File: src/rtl/chgi2c_pkg.sv
// Shared constants and types of the charger two-wire slave.
package chgi2c_pkg;

   ////////////////////////////////////////////////////////////////////////
   // Bus constants
   localparam int SYNC_STAGES = 2;
   localparam logic [3:0] BITS_PER_BYTE = 4'h8;
   localparam logic [6:0] DEV_ADDR = 7'h6A;
   localparam logic [4:0] HS_CODE_PREFIX = 5'h01;
   localparam logic [4:0] REG_ADDR_ZERO = 5'h00;
   localparam logic [7:0] UNMAPPED_BYTE = 8'hFF;

   ////////////////////////////////////////////////////////////////////////
   // Register indices
   localparam logic [2:0] REG_STATUS = 3'h0;
   localparam logic [2:0] REG_CONTROL = 3'h1;
   localparam logic [2:0] REG_VOLTAGE = 3'h2;
   localparam logic [2:0] REG_ID = 3'h3;
   localparam logic [2:0] REG_CURRENT = 3'h4;
   localparam logic [2:0] REG_LAST = 3'h4;

   ////////////////////////////////////////////////////////////////////////
   // Reset values and status field positions
   localparam logic [7:0] CONTROL_RESET = 8'h30;
   localparam logic [7:0] VOLTAGE_RESET = 8'h0A;
   localparam logic [7:0] CURRENT_RESET = 8'h01;
   localparam logic STAT_EN_RESET = 1'h1;
   localparam int TMR_BIT = 7;
   localparam int STAT_EN_BIT = 6;

   ////////////////////////////////////////////////////////////////////////
   // Fault codes, charge operation
   localparam logic [2:0] FLT_NORMAL = 3'h0;
   localparam logic [2:0] FLT_IN_OVP = 3'h1;
   localparam logic [2:0] FLT_SLEEP = 3'h2;
   localparam logic [2:0] FLT_BAD_SUPPLY = 3'h3;
   localparam logic [2:0] FLT_OUT_OVP = 3'h4;
   localparam logic [2:0] FLT_THERMAL = 3'h5;
   localparam logic [2:0] FLT_TIMER = 3'h6;
   localparam logic [2:0] FLT_NO_BATT = 3'h7;
   // Fault codes, step-up operation
   localparam logic [2:0] FLT_UP_BUS_OVP = 3'h1;
   localparam logic [2:0] FLT_UP_OVERLOAD = 3'h2;
   localparam logic [2:0] FLT_UP_BATT_LOW = 3'h3;
   localparam logic [2:0] FLT_UP_BATT_OVP = 3'h4;
   localparam logic [2:0] FLT_UP_UNUSED = 3'h7;

   ////////////////////////////////////////////////////////////////////////
   // Serial state machine
   typedef enum logic [3:0] {
      S_IDLE,
      S_ADDR,
      S_AACK,
      S_REG,
      S_PACK,
      S_WDATA,
      S_WACK,
      S_RDATA,
      S_MACK,
      S_SKIP
   } chgi2c_state_t;

endpackage

File: src/rtl/chgi2c_bus_cond.sv
// Pin synchronisers and bus condition detector of the charger slave.
`timescale 1ns/10ps
module chgi2c_bus_cond
   import chgi2c_pkg::*;
#(
   parameter int NPINS = 3
)
(
   // Clock and reset
   input wire logic clk,
   input wire logic reset_n,
   // Raw pins: bit 0 clock line, bit 1 data line, others plain levels
   input wire logic [NPINS-1:0] pin_raw,
   // Synchronised levels and events
   output logic [NPINS-1:0] pin_lvl,
   output logic scl_rise,
   output logic scl_fall,
   output logic start_det,
   output logic stop_det
);

   logic [NPINS-1:0] meta_reg;
   logic [NPINS-1:0] prev_reg;

   ////////////////////////////////////////////////////////////////////////
   // Two synchroniser flip-flops per pin plus an edge-history stage; the first stage feeds no other logic
   genvar i;
   generate
      for (i = 0; i < NPINS; i++)
      begin : g_sync
         always_ff @(posedge clk or negedge reset_n)
         begin
            if (!reset_n)
            begin
               meta_reg[i] <= 1'h1;
               pin_lvl[i] <= 1'h1;
               prev_reg[i] <= 1'h1;
            end
            else
            begin
               meta_reg[i] <= pin_raw[i];
               pin_lvl[i] <= meta_reg[i];
               prev_reg[i] <= pin_lvl[i];
            end
         end
      end
   endgenerate

   ////////////////////////////////////////////////////////////////////////
   // Data edges only count as conditions while the clock line stays high
   assign scl_rise = pin_lvl[0] && !prev_reg[0];
   assign scl_fall = !pin_lvl[0] && prev_reg[0];
   assign start_det = pin_lvl[0] && prev_reg[0] && prev_reg[1] && !pin_lvl[1];
   assign stop_det = pin_lvl[0] && prev_reg[0] && !prev_reg[1] && pin_lvl[1];

endmodule

File: src/rtl/chgi2c_slave.sv
// Two-wire slave front end and status/control register of the charger.
//
// What this block does
// - Falling data while clock high starts transfer.
// - Acknowledge own address, data low ninth clock.
// - Receiver of each data byte acknowledges it.
// - Eight data bits plus acknowledge, repeated.
// - Rising data while clock high stops, releases.
// - Unlisted register addresses read back all ones.
// - Master code never acknowledged, enters high speed.
// - Repeated start, then normal bytes at speed.
// - Stop leaves high-speed operation.
// - Write is start, address, pointer, data.
// - Write commits at falling edge of acknowledge.
// - Further pointer-data pairs need no new start.
// - Pointer upper five bits zero, five registers.
// - Status bit 7 restarts timer, reads host pin.
// - Status bit 6 enables indicator, resets one.
// - Status bit 3 shows step-up operation.
// - Fault field codes in charge operation.
// - Fault field codes in step-up operation.
// - Fixed seven-bit address only.
`timescale 1ns/10ps
module chgi2c_slave
   import chgi2c_pkg::*;
#(
   // Identification byte; the value is arbitrary
   parameter logic [7:0] ID_VALUE = 8'h5A
)
(
   // Clock and reset
   input wire logic clk,
   input wire logic reset_n,
   // Serial bus, data line is open drain
   input wire logic scl_pin,
   input wire logic sda_pin,
   output logic sda_out,
   output logic sda_oe,
   // Live device state
   input wire logic host_detect_pin,
   input wire logic charge_state_hi,
   input wire logic charge_state_lo,
   input wire logic step_up_active,
   input wire logic [2:0] fault_code,
   // Control outputs
   output logic timer_restart,
   output logic stat_enable,
   output logic fault_present,
   output logic hs_mode,
   output logic [7:0] cfg_control,
   output logic [7:0] cfg_voltage,
   output logic [7:0] cfg_current
);

   logic [2:0] pin_lvl;
   logic scl_rise;
   logic scl_fall;
   logic start_det;
   logic stop_det;
   logic sda_lvl;
   logic host_lvl;
   chgi2c_state_t state_reg;
   logic [3:0] bit_cnt_reg;
   logic [7:0] rx_shift_reg;
   logic [7:0] tx_shift_reg;
   logic [2:0] reg_ptr_reg;
   logic ptr_ok_reg;
   logic read_dir_reg;
   logic ack_seen_reg;
   logic sda_drive_reg;
   logic hs_mode_reg;
   logic stat_en_reg;
   logic timer_restart_reg;
   logic fault_present_reg;
   logic [7:0] control_reg;
   logic [7:0] voltage_reg;
   logic [7:0] current_reg;
   logic [7:0] rd_data;
   logic in_byte;
   logic byte_end;
   logic addr_hit;
   logic hs_code;
   logic wr_en;
   logic tx_load;

   ////////////////////////////////////////////////////////////////////////
   // Pin sampling
   chgi2c_bus_cond #(
      .NPINS(3)
   ) u_cond (
      .clk(clk),
      .reset_n(reset_n),
      .pin_raw({host_detect_pin, sda_pin, scl_pin}),
      .pin_lvl(pin_lvl),
      .scl_rise(scl_rise),
      .scl_fall(scl_fall),
      .start_det(start_det),
      .stop_det(stop_det)
   );

   assign sda_lvl = pin_lvl[1];
   assign host_lvl = pin_lvl[2];

   ////////////////////////////////////////////////////////////////////////
   // Byte framing
   assign in_byte = state_reg == S_ADDR || state_reg == S_REG ||
      state_reg == S_WDATA || state_reg == S_RDATA;
   assign byte_end = scl_fall && in_byte && bit_cnt_reg == BITS_PER_BYTE;
   assign addr_hit = rx_shift_reg[7:1] == DEV_ADDR;
   assign hs_code = rx_shift_reg[7:3] == HS_CODE_PREFIX;
   assign wr_en = scl_fall && state_reg == S_WACK;
   assign tx_load = scl_fall && ((state_reg == S_AACK && read_dir_reg) ||
      (state_reg == S_MACK && ack_seen_reg));

   // Bit count runs 0..8 inside a byte and rests at 0 in acknowledge slots
   always_ff @(posedge clk or negedge reset_n)
   begin
      if (!reset_n)
         bit_cnt_reg <= 4'h0;
      else if (start_det || stop_det || byte_end)
         bit_cnt_reg <= 4'h0;
      else if (scl_rise && in_byte)
         bit_cnt_reg <= bit_cnt_reg + 4'h1;
   end

   always_ff @(posedge clk or negedge reset_n)
   begin
      if (!reset_n)
         rx_shift_reg <= 8'h00;
      else if (scl_rise && in_byte && state_reg != S_RDATA)
         rx_shift_reg <= {rx_shift_reg[6:0], sda_lvl};
   end

   ////////////////////////////////////////////////////////////////////////
   // Serial state machine; start and stop win from any state
   always_ff @(posedge clk or negedge reset_n)
   begin
      if (!reset_n)
         state_reg <= S_IDLE;
      else if (start_det)
         state_reg <= S_ADDR;
      else if (stop_det)
         state_reg <= S_IDLE;
      else
      begin
         unique case (state_reg)
            S_IDLE, S_SKIP:
               state_reg <= state_reg;
            S_ADDR:
               if (byte_end)
                  state_reg <= addr_hit ? S_AACK : S_SKIP;
            S_AACK:
               if (scl_fall)
                  state_reg <= read_dir_reg ? S_RDATA : S_REG;
            S_REG:
               if (byte_end)
                  state_reg <= S_PACK;
            S_PACK:
               if (scl_fall)
                  state_reg <= S_WDATA;
            S_WDATA:
               if (byte_end)
                  state_reg <= S_WACK;
            S_WACK:
               if (scl_fall)
                  state_reg <= S_REG;
            S_RDATA:
               if (byte_end)
                  state_reg <= S_MACK;
            S_MACK:
               if (scl_fall)
                  state_reg <= ack_seen_reg ? S_RDATA : S_SKIP;
         endcase
      end
   end

   always_ff @(posedge clk or negedge reset_n)
   begin
      if (!reset_n)
         read_dir_reg <= 1'h0;
      else if (state_reg == S_ADDR && byte_end)
         read_dir_reg <= rx_shift_reg[0];
   end

   // Master acknowledge is sampled while the clock is high
   always_ff @(posedge clk or negedge reset_n)
   begin
      if (!reset_n)
         ack_seen_reg <= 1'h0;
      else if (state_reg == S_MACK && scl_rise)
         ack_seen_reg <= !sda_lvl;
   end

   // The master code never matches the device address, so it goes unanswered
   always_ff @(posedge clk or negedge reset_n)
   begin
      if (!reset_n)
         hs_mode_reg <= 1'h0;
      else if (stop_det)
         hs_mode_reg <= 1'h0;
      else if (state_reg == S_ADDR && byte_end && hs_code)
         hs_mode_reg <= 1'h1;
   end

   ////////////////////////////////////////////////////////////////////////
   // Data line drive; changes after a clock fall has been seen, or clears at a start or stop
   always_ff @(posedge clk or negedge reset_n)
   begin
      if (!reset_n)
         sda_drive_reg <= 1'h0;
      else if (start_det || stop_det)
         sda_drive_reg <= 1'h0;
      else if (tx_load)
         sda_drive_reg <= !rd_data[7];
      else if (byte_end)
         sda_drive_reg <= state_reg == S_ADDR ? addr_hit :
            state_reg != S_RDATA;
      else if (scl_fall && state_reg == S_RDATA)
         sda_drive_reg <= !tx_shift_reg[6];
      else if (scl_fall && state_reg != S_IDLE && state_reg != S_SKIP)
         sda_drive_reg <= 1'h0;
   end

   always_ff @(posedge clk or negedge reset_n)
   begin
      if (!reset_n)
         tx_shift_reg <= 8'h00;
      else if (tx_load)
         tx_shift_reg <= rd_data;
      else if (scl_fall && state_reg == S_RDATA && !byte_end)
         tx_shift_reg <= {tx_shift_reg[6:0], 1'h0};
   end

   assign sda_out = 1'h0;
   assign sda_oe = sda_drive_reg;

   ////////////////////////////////////////////////////////////////////////
   // Register pointer
   always_ff @(posedge clk or negedge reset_n)
   begin
      if (!reset_n)
      begin
         reg_ptr_reg <= REG_STATUS;
         ptr_ok_reg <= 1'h1;
      end
      else if (state_reg == S_REG && byte_end)
      begin
         reg_ptr_reg <= rx_shift_reg[2:0];
         ptr_ok_reg <= rx_shift_reg[7:3] == REG_ADDR_ZERO &&
            rx_shift_reg[2:0] <= REG_LAST;
      end
   end

   // Read-only status fields are never stored, so writes cannot touch them
   always_ff @(posedge clk or negedge reset_n)
   begin
      if (!reset_n)
         stat_en_reg <= STAT_EN_RESET;
      else if (wr_en && ptr_ok_reg && reg_ptr_reg == REG_STATUS)
         stat_en_reg <= rx_shift_reg[STAT_EN_BIT];
   end

   always_ff @(posedge clk or negedge reset_n)
   begin
      if (!reset_n)
         timer_restart_reg <= 1'h0;
      else
         timer_restart_reg <= wr_en && ptr_ok_reg &&
            reg_ptr_reg == REG_STATUS && rx_shift_reg[TMR_BIT];
   end

   always_ff @(posedge clk or negedge reset_n)
   begin
      if (!reset_n)
      begin
         control_reg <= CONTROL_RESET;
         voltage_reg <= VOLTAGE_RESET;
         current_reg <= CURRENT_RESET;
      end
      else if (wr_en && ptr_ok_reg)
      begin
         if (reg_ptr_reg == REG_CONTROL)
            control_reg <= rx_shift_reg;
         if (reg_ptr_reg == REG_VOLTAGE)
            voltage_reg <= rx_shift_reg;
         if (reg_ptr_reg == REG_CURRENT)
            current_reg <= rx_shift_reg;
      end
   end

   // Read mux; unlisted pointers fall through to all ones
   always_comb
   begin
      rd_data = UNMAPPED_BYTE;
      if (ptr_ok_reg)
      begin
         unique case (reg_ptr_reg)
            REG_STATUS:
               rd_data = {host_lvl, stat_en_reg, charge_state_hi,
                  charge_state_lo, step_up_active, fault_code};
            REG_CONTROL:
               rd_data = control_reg;
            REG_VOLTAGE:
               rd_data = voltage_reg;
            REG_ID:
               rd_data = ID_VALUE;
            REG_CURRENT:
               rd_data = current_reg;
            default:
               rd_data = UNMAPPED_BYTE;
         endcase
      end
   end

   // In step-up operation the top code means nothing and is not a fault
   always_ff @(posedge clk or negedge reset_n)
   begin
      if (!reset_n)
         fault_present_reg <= 1'h0;
      else
         fault_present_reg <= fault_code != FLT_NORMAL &&
            !(step_up_active && fault_code == FLT_UP_UNUSED);
   end

   assign timer_restart = timer_restart_reg;
   assign stat_enable = stat_en_reg;
   assign fault_present = fault_present_reg;
   assign hs_mode = hs_mode_reg;
   assign cfg_control = control_reg;
   assign cfg_voltage = voltage_reg;
   assign cfg_current = current_reg;
endmodule

File: config.mk
export PLATFORM = sky130hd
export DESIGN_NAME = chgi2c_slave
export DESIGN_NICKNAME = d
export VERILOG_FILES = /design/src/rtl/chgi2c_pkg.sv /design/src/rtl/chgi2c_bus_cond.sv /design/src/rtl/chgi2c_slave.sv
export SDC_FILE = /design/constraint.sdc
export NUM_CORES = 1
export LEC_CHECK = 0
export CAP_MARGIN = 20
export CORE_MARGIN = 3
export CORE_UTILIZATION = 25
export DETAILED_ROUTE_END_ITERATION = 12
export DONT_BUFFER_PORTS = 1
export HOLD_SLACK_MARGIN = 0.12
export MAX_ROUTING_LAYER = met4
export PLACE_DENSITY = 0.44
export SKIP_CTS_REPAIR_TIMING = 1
export SLEW_MARGIN = 0
export SYNTH_ARGS = -nofsm -noshare
export SYNTH_HDL_FRONTEND = slang
export SYNTH_SLANG_ARGS = --single-unit
File: constraint.sdc
create_clock -name clk -period 2.4 [get_ports clk]
set_input_delay 0.36 -clock clk [delete_from_list [all_inputs] [get_ports clk]]
set_output_delay 0.36 -clock clk [all_outputs]
set_load 0.01 [all_outputs]
Word level (Yosys, flattened, before mapping)
Cells that the tools add are included.

word-level totals
  register bits after elaboration = 66
  input bits = 11
  output and inout port bits = 30
  logic and storage cells = 139

operators by class
  add/subtract/negate cells = 1
  $lt $le $gt $ge = 1
  eq/ne operators = 28
  multiplexer cells = 28
  reduce and logical (&&, ||, !) cells = 57

operators with widths
  kind                 count
  $mux 4               14
  $pmux 8 s5           1
  $ne 4x4->1 const B   9
  $pmux 4 s8           1
  $logic_and 1x1->1    29
  $eq 4x3->1 const B   4
  $mux 7               2
  $eq 4x4->1 const B   3
  $reduce_and 9->1     1
  $eq 4x2->1 const B   2
  $logic_not 1->1      8
  $mux 1               8
  $mux 8               1
  $eq 7x7->1 const B   1
  $eq 3x2->1 const B   2
  $eq 3x3->1 const B   2
  $logic_or 1x1->1     6
  $reduce_and 2->1     3
  $reduce_bool 2->1    3
  $eq 5x1->1 const B   1
  $logic_not 5->1      1
  $reduce_bool 5->1    1
  $add 4x1->4 const B  1
  $eq 4x1->1 const B   1
  other kinds (10)     10

Logic depth before layout (Yosys ltp)
Gate-level depths: netlist of run 1.

  word-level depth = 10
  mapped depth = 7

Modules after synthesis
Synthesis of run 1 repeated with hierarchy kept, for this count alone.

second synthesis, totals
  cell total of the unflattened synthesis = 278
  area, all modules = 3228.1 um^2

by module, submodules not included
  module           instances  cells each  area each (um^2)
  chgi2c_slave     1          266         2985.4
  chgi2c_bus_cond  1          12          242.7

Least setup slack after synthesis of run 1
Ideal clock, no wire load.

  kind = flip-flop to flip-flop
  start point = register u_cond.prev_reg[0]
  end point = register current_reg[1] (netlist: cfg_current[1])
  library setup time = 125 ps
  data arrival time = 1912 ps
  data required time = 2275 ps
  setup slack = 363 ps
  stages on the path, launching flop included = 6
  path buffers = 1
  period minus slack after synthesis = 2037 ps
  cells stage by stage = dfstp_2 > nand2b_1 > or4_4 > or3_1 > buf_6 > mux2_4

on the way
  word-level cells in the longest chain between the ends = 4

ends and longest elaborated chain
  element                            RTL line               RTL
  from (decl)                        chgi2c_bus_cond.sv:23  logic [NPINS-1:0] prev_reg;
  from (signal, indexed assignment)  chgi2c_bus_cond.sv:43  prev_reg[i] <= pin_lvl[i];
  $logic_and 1x1->1                  chgi2c_bus_cond.sv:52  assign scl_fall = !pin_lvl[0] && prev_reg[0];
  $logic_and 1x1->1                  chgi2c_slave.sv:111    assign wr_en = scl_fall && state_reg == S_WACK;
  $logic_and 1x1->1                  chgi2c_slave.sv:280    else if (wr_en && ptr_ok_reg)
  $reduce_and 2->1 (no line)         -
  to (signal assigned)               chgi2c_slave.sv:287    current_reg <= rx_shift_reg;
  to (decl)                          chgi2c_slave.sv:77     logic [7:0] current_reg;

No other way between the ends.
A chain may end at the register's enable or synchronous reset.

Worst setup path after layout of run 1
  start point = register u_cond.prev_reg[0]
  end point = register current_reg[2] (netlist: cfg_current[2])

Same word-level chain as after synthesis.

==> results of run 1 <==
cell families (layout without fill, tap and decap cells):
kind of cell / after synthesis / in the layout / share of synthesized area (%)
AOI/OAI and AO/OA: 63 / 63 / 14.0
xor gates and xnor gates: 4 / 4 / 1.03
adders and majority gates: 3 / 3 / 1.03
buffers and inverters: 26 / 41 / 3.41
DFF: 66 / 66 / 49.0
muxes: 50 / 50 / 17.1
other: 1 / 1 / 0.110
and+or+nand+nor: 80 / 80 / 14.4
metal layers:
metal	vias to the layer above	global-route usage [%]	part of all wire, %
met1	1248	17.8	47
met5	-	-	0
met2	39	19.0	47
met3	13	2.72	3.9
met4	0	5.46	1.9
li1	1117	-	-
final timing paths:
kind | endpoint | cells past startpoint
worst max-delay path | cfg_current[2] | 4
worst min-delay path | fault_present | 1
worst max register to register | cfg_current[2] | 4
worst min register to register | u_cond.pin_lvl[1] | 0
max in group asynchronous | u_cond.pin_lvl[0] | 2
min in group asynchronous | fault_present | 2
synth_stat cells (all sizes together) (4+ instances only):
| master | number | share of area (%) |
|---|---|---|
| a22oi | 4 | 0.88 |
| inv | 6 | 0.66 |
| a21oi | 8 | 1.2 |
| dfrtp | 51 | 37 |
| o31a | 4 | 1.0 |
| nand3b | 6 | 1.3 |
| nor2b | 7 | 1.3 |
| mux2i | 9 | 2.6 |
| and3 | 4 | 0.73 |
| nand2 | 11 | 1.2 |
| mux2 | 41 | 14 |
| nand3 | 4 | 0.59 |
| nand4 | 4 | 0.73 |
| nor3 | 4 | 0.92 |
| a31oi | 4 | 0.73 |
| buf | 4 | 0.99 |
| o21ai | 6 | 0.88 |
| dfstp | 15 | 12 |
| nand2b | 4 | 0.95 |
| clkbuf | 16 | 1.8 |
| nor2 | 16 | 1.8 |
area by class of cell:
cell class                 count  area, um2
tap                          176        220
clock inverter                 5       78.8
fill                        1359       9270
clock buffer                  11        233
inverter                       6       22.5
timing repair buffer          19        173
multi-input combinational    201       1630
sequential                    66       1670
stage by stage:
stage,setup slack (ns),instances,total power (uW)
after global routing,0.121,484,3500
after global placement,0.197,463,1920
after CTS,0.171,479,3350
after detailed placement,0.178,463,1930
after floorplan,0.363,293,1730
final,0.181,484,3340
critical path, stage by stage, from the launching register on:
cell and delay (ns):
dfstp_2 0.53, nand2b_1 0.07, or4_4 0.56, or3_1 0.57
mux2_4 0.38
layout by cell type, fill, tap and decap left out, types with 4 or more instances in the layout:
| cell | n |
|---|---|
| dfrtp_1 | 51 |
| mux2_2 | 33 |
| nor2_1 | 15 |
| dfstp_2 | 15 |
| buf_4 | 14 |
| nand2_1 | 11 |
| mux2i_1 | 9 |
| clkbuf_16 | 9 |
| mux2_4 | 8 |
| a21oi_1 | 8 |
| nor2b_1 | 7 |
| inv_1 | 6 |
| nand3b_1 | 6 |
| o21ai_0 | 5 |
| nand4_1 | 4 |
| o31a_1 | 4 |
| and3_1 | 4 |
| nand3_1 | 4 |
| a31oi_1 | 4 |
| a22oi_1 | 4 |
| dlygate4sd3_1 | 4 |
power by group:
| group | total [uW] | internal, uW | switching (uW) |
|---|---|---|---|
| Combinational | 506 | 235 | 271 |
| Clock | 1400 | 908 | 488 |
| Sequential | 1430 | 1230 | 203 |
| Total | 3340 | 2370 | 962 |
==> impl_metrics.yaml, run 1 <==
detailed_routing:
  drtIter0Drc: 170
  viasPerCell: 4.99
  postRouteAntennaNets: 0
  vias: 2417
  drc_errors: 0
  wl_per_cell_um: 18.4
  drt-total-wl_mm: 8.91
  firstDrtPassIters: 5
place:
  gp_congestion: 0.778
  placed_area_um2: 3640
  portBuffers: 0
  dp_hpwl_mm: 6.14
cts:
  clock_path_buffers: 2
  cts_tree: "built"
  root_buffer: "clkbuf_16"
  cts_max_level: 3
  path_clk_slew_ns: 0.06
  clock-sinks: 66
  cts_buffers: 9
  clk_latency_ns: 0.33
timing:
  drv_slew: 0
  holdWs_ns: 0.153
  finalSetupViolCount: 0
  tns_ns: 0
  worst_pin_slew_ns: 0.799
  fmax_mhz: 451
  relSlewSlack_pct: 46.4
  rsz0062_at_grt: "no"
  skew_ns: 0.00598
  min_period_ns: 2.22
  hold_viol: 0
  period_share_pct: 92.4
grt:
  grt_max_degree: 67
  grtUsageTotal_pct: 13.1
  antenna_found_initial: 0
  grt-ovfl-total: 0
  grt_pass1_wl_mm: 14.5
  grt_pass1_vias: 2392
yosys:
  ys_types: 69
  synth.avg_cell_area_um2: 11.6
  yosys_warnings: 0
  synth_edf_count: 0
  yosysSeqAreaShare_pct: 49.0
  synth_nets: 306
  ys_ff_latch: 66
  async_flop_share_pct: 100
  syn_area_um2: 3410
  ys.flop_type: "dfrtp_1"
  synth_cells: 293
floorplan:
  dieArea_um2: 15100
  core_area_um2: 13300
  rows: 42
  die_h_um: 123
  ioPinCount: 41
  dieWidth_um: 123
  initial_utilization_pct: 25.7
power_and_ir_drop:
  ir_drop_mv: 0.328
  leakagePower_uw: 0.00171
  power_density_nw_per_um2: 830
hold_path:
  min_from: "fault_code[2]"
  hp-class: "in2reg"
final_layout:
  area_growth_pct: 17.9
  fin_area_um2: 4020
  drive_gt1_share_pct: 32.5
  final_core_util_pct: 30.3
  final_nets: 316
  n_antenna_cell: 0
setup_path:
  crit_path_end_kind: "flip-flop"
  required_ns: 2.61
  startpoint: "u_cond.prev_reg[0]"
  worstPathArrival_ns: 2.43
  reg2reg_slack_ns: 0.18
  crit_type: "reg2reg"
  start_kind: "flip-flop"
  worst-path-max-fanout: 8
  r2r-start: "u_cond.prev_reg[0]"
run:
  drv_cap: 0
run_status:
  status: "completed"
No activity file was read; power rests on OpenSTA's default activity.
==> run 2: changes to the inputs <==
RECOVER_POWER = 50   (was default)
==> impl_metrics.yaml, run 2 (synthesis results as in run 1) <==
run_status:
  status: "complete, but fails checks"
  violations: "capacitance limit, slew limit"
hold_path:
  min_path_cells: 1
  hp-class: "in2reg"
  min_from: "fault_code[2]"
  min_to: "fault_present"
grt:
  antenna_found_initial: 0
  grtUsageTotal_pct: 13.1
  grt_pass1_vias: 2392
  grt_pass1_wl_mm: 14.5
  grt-ovfl-total: 0
  grt_max_degree: 67
detailed_routing:
  firstDrtPassIters: 4
  wl_per_cell_um: 18.5
  wl_met1_mm: 4.22
  postRouteAntennaNets: 0
  drc_errors: 0
  vias: 2423
  drt-total-wl_mm: 8.95
  top_layer: "met4"
  wl_met3_um: 332
  drtIter0Drc: 202
  viasPerCell: 5.01
  wl_met2_mm: 4.23
floorplan:
  ioPinCount: 41
  core_area_um2: 13300
  rows: 42
  dieArea_um2: 15100
  dieWidth_um: 123
  initial_utilization_pct: 25.7
  die_h_um: 123
setup_path:
  startpoint: "u_cond.prev_reg[0]"
  crit_type: "reg2reg"
  required_ns: 2.62
  cpPeakStageDelay_ns: 0.57
  cp_cell_sequence: "nand2b_1, or4_4, or3_1, mux2_4"
  worstPathArrival_ns: 2.44
  worst-path-max-fanout: 8
  reg2reg_slack_ns: 0.18
  r2r-start: "u_cond.prev_reg[0]"
  reg2regPathDepth: 4
  timing.rr.end: "cfg_current[2]"
  start_kind: "flip-flop"
  crit_path_top_delay_cell: "or3_1"
  crit_path_end_kind: "flip-flop"
timing:
  hold_viol: 0
  relSlewSlack_pct: -3.32
  finalSetupViolCount: 0
  period_share_pct: 92.6
  fmax_mhz: 450
  worst_pin_slew_ns: 1.55
  tns_ns: 0
  drv_slew: 67
  min_period_ns: 2.22
  skew_ns: 0.00544
  holdWs_ns: 0.153
  rsz0062_at_grt: "no"
power_and_ir_drop:
  power_density_nw_per_um2: 834
  ir_drop_mv: 0.329
  p_total_uw: 3340
  switching_share_pct: 29.0
  leakagePower_uw: 0.00170
  p_switching_uw: 968
  p_int_uw: 2370
  pwr-share-clk_pct: 42.0
  seqPwrFrac_pct: 43.0
  combPwrFrac_pct: 15.0
cts:
  cts_tree: "built"
  cts_max_level: 3
  clock_path_buffers: 2
  cts_buffers: 9
  clk_latency_ns: 0.34
  root_buffer: "clkbuf_16"
  path_clk_slew_ns: 0.06
  clock-sinks: 66
place:
  gp_congestion: 0.778
  dp_hpwl_mm: 6.14
  portBuffers: 0
final_layout:
  mostFrequentLayoutCells: "dfrtp_1 (51), mux2_2 (33), nor2_1 (15)"
  drive_gt1_share_pct: 31.8
  final_nets: 316
  area_growth_pct: 17.2
  n_antenna_cell: 0
  final_common_cell: "dfrtp_1"
run:
  drv_cap: 1
==> run 2: area by class of cell <==
class	instances	area, um2
multi-input cells	201	1630
repair buffers	19	150
clock inverters	5	78.8
clock buffers	11	233
well taps	176	220
fillers	1361	9300
flip-flops and latches	66	1670
inverters	6	22.5
==> run 2: worst max-delay path by stage <==
stage                           endpoint  slack [ns]
final                     cfg_current[2]        0.18
after global routing      cfg_current[1]        0.12
after CTS                 cfg_current[2]        0.17
after detailed placement  cfg_current[6]        0.18
after global placement    cfg_current[7]        0.20
after floorplan           cfg_current[1]        0.36
==> run 2: stage by stage <==
stage	instances	utilization, %	worst slack [ns]	cell area [um2]
floorplan	293	-	0.363	3410
global placement	463	27.4	0.197	3640
detailed placement	463	27.4	0.178	3640
CTS	479	29.7	0.171	3960
global route	484	30.1	0.121	4000
finish	484	30.1	0.178	4000
==> run 2: layer usage <==
| metal | vias to the layer above | track usage (%) |
|---|---|---|
| li1 | 1122 | - |
| met3 | 15 | 2.72 |
| met1 | 1251 | 17.8 |
| met5 | - | - |
| met2 | 35 | 19.0 |
| met4 | 0 | 5.46 |
==> run 2: power groups by stage <==
stage / Sequential [uW] / Clock [uW] / Combinational (uW)
after floorplan: 1360 / 0 / 371
after global placement: 1450 / 0 / 469
after detailed placement: 1450 / 0 / 475
after CTS: 1440 / 1430 / 477
after global routing: 1460 / 1480 / 560
final: 1430 / 1400 / 501
==> run 2: critical path: cells and delay by family, from the launching register on <==
kind	cells	cell delay [ns]
and+or+nand+nor	3	1.20
DFF	1	0.53
muxes	1	0.38
==> run 3: changes to the inputs <==
--- a/config.mk
+++ b/config.mk
@@ -8,10 +8,10 @@
 export CAP_MARGIN = 20
 export CORE_MARGIN = 3
-export CORE_UTILIZATION = 25
+export CORE_UTILIZATION = 63
 export DETAILED_ROUTE_END_ITERATION = 12
 export DONT_BUFFER_PORTS = 1
 export HOLD_SLACK_MARGIN = 0.12
 export MAX_ROUTING_LAYER = met4
-export PLACE_DENSITY = 0.44
+export PLACE_DENSITY = 0.85
 export RECOVER_POWER = 50
 export SKIP_CTS_REPAIR_TIMING = 1
==> constraint.sdc (replaced) <==
create_clock -name clk -period 2.4 [get_ports clk]
set_input_delay 0.36 -clock clk [delete_from_list [all_inputs] [get_ports clk]]
set_output_delay 0.36 -clock clk [all_outputs]
set_load 0.05 [all_outputs]
==> impl_metrics.yaml, run 3 (synthesis results as in run 1) <==
run_status:
  status: "complete, but fails checks"
  violations: "capacitance limit, slew limit"
timing:
  worst_pin_slew_ns: 1.54
  tns_ns: 0
  period_share_pct: 91.7
  rsz0062_at_grt: "no"
  min_period_ns: 2.20
  hold_viol: 0
  finalSetupViolCount: 0
  layout_setup_ws_ns: 0.198
  relSlewSlack_pct: -2.82
  drv_slew: 67
  fmax_mhz: 454
  skew_ns: 0.00816
power_and_ir_drop:
  power_density_nw_per_um2: 757
  p_total_uw: 2840
  leakagePower_uw: 0.00164
  ir_drop_mv: 0.586
place:
  pre_cts_ws_ns: 0.194
  gp_congestion: 0.890
  dp_cells: 357
  dp_hpwl_mm: 5.16
  portBuffers: 0
detailed_routing:
  drtIter0Drc: 175
  viasPerCell: 6.50
  wl_per_cell_um: 19.6
  postRouteAntennaNets: 0
  drt-total-wl_mm: 7.40
  firstDrtPassIters: 6
  drc_errors: 0
  vias: 2457
cts:
  cts_buffers: 9
  clock_path_buffers: 2
  path_clk_slew_ns: 0.07
  root_buffer: "clkbuf_8"
  clock-sinks: 66
  clk_latency_ns: 0.34
  cts_tree: "built"
  cts_max_level: 3
setup_path:
  crit_path_top_delay_cell: "or4_4"
  worstPathArrival_ns: 2.43
  required_ns: 2.63
  crit_type: "reg2reg"
  crit_path_end_kind: "flip-flop"
  cp_cell_sequence: "nand2b_1, or4_4, or3_1, mux2_4"
  cpPeakStageDelay_ns: 0.56
  start_kind: "flip-flop"
  worst-path-max-fanout: 8
  reg2reg_slack_ns: 0.20
final_layout:
  mostFrequentLayoutCells: "dfrtp_1 (51), mux2_2 (33), nor2_1 (15)"
  final_nets: 316
  n_antenna_cell: 0
  drive_gt1_share_pct: 32.1
  fillers: 344
  fin_cells: 378
  final_common_cell: "dfrtp_1"
  area_growth_pct: 9.94
floorplan:
  dieWidth_um: 79.6
  die_h_um: 79.6
  rows: 26
  dieArea_um2: 6330
  ioPinCount: 41
  core_area_um2: 5170
  initial_utilization_pct: 66.0
grt:
  grt-ovfl-total: 0
  grt_pass1_wl_mm: 12.4
  grt_max_degree: 67
  grt_pass1_vias: 2363
  grtUsageTotal_pct: 26.3
  antenna_found_initial: 0
run:
  drv_cap: 1
hold_path:
  hp-class: "in2reg"
[run 3: critical path: cells and delay by family, from the launching register on]
kind             cells  cell delay, ns
DFF                  1            0.53
and+or+nand+nor      3            1.19
muxes                1            0.38
[run 3: stage by stage]
| step | util, % | cell area (um2) | hold WS [ns] |
|---|---|---|---|
| 4_1_cts | 71.6 | 3710 | -0.304 |
| 3_3_place_gp | 67.9 | 3510 | 0.0657 |
| 2_1_floorplan | - | 3410 | 0.0644 |
| 6_report | 72.5 | 3750 | 0.157 |
| 5_1_grt | 72.5 | 3750 | 0.169 |
| 3_5_place_dp | 67.9 | 3510 | 0.0660 |
[run 3: layout make-up]
class                           count  area [um2]  area share, %
Clock inverter                      6        67.6           1.80
Inverter                            6        22.5          0.600
Timing Repair Buffer               19         150           4.00
Multi-Input combinational cell    201        1630           43.3
Sequential cell                    66        1670           44.5
Clock buffer                       10         128           3.40
Tap cell                           70        87.6           2.33
[run 3: power by group]
| part | internal, uW | switching [uW] |
|---|---|---|
| combinational | 230 | 266 |
| clock | 481 | 433 |
| sequential | 1230 | 200 |
[run 3: per-layer routing]
metal	global-route usage [%]	share of wire [%]	vias to the layer above
li1	-	-	1120
met1	36.5	43	1216
met2	38.6	47	107
met3	5.30	8.0	14
met4	9.45	1.7	0
met5	-	0	-
[run 3: final timing paths]
check,from,cells past startpoint,end
worst max register to register,u_cond.prev_reg[0],4,cfg_current[3]
worst min register to register,u_cond.meta_reg[2],0,u_cond.pin_lvl[2]
min in group asynchronous,reset_n,2,cfg_current[2]
worst max-delay path,u_cond.prev_reg[0],4,cfg_current[3]
max in group asynchronous,reset_n,2,hs_mode
worst min-delay path,fault_code[2],1,fault_present
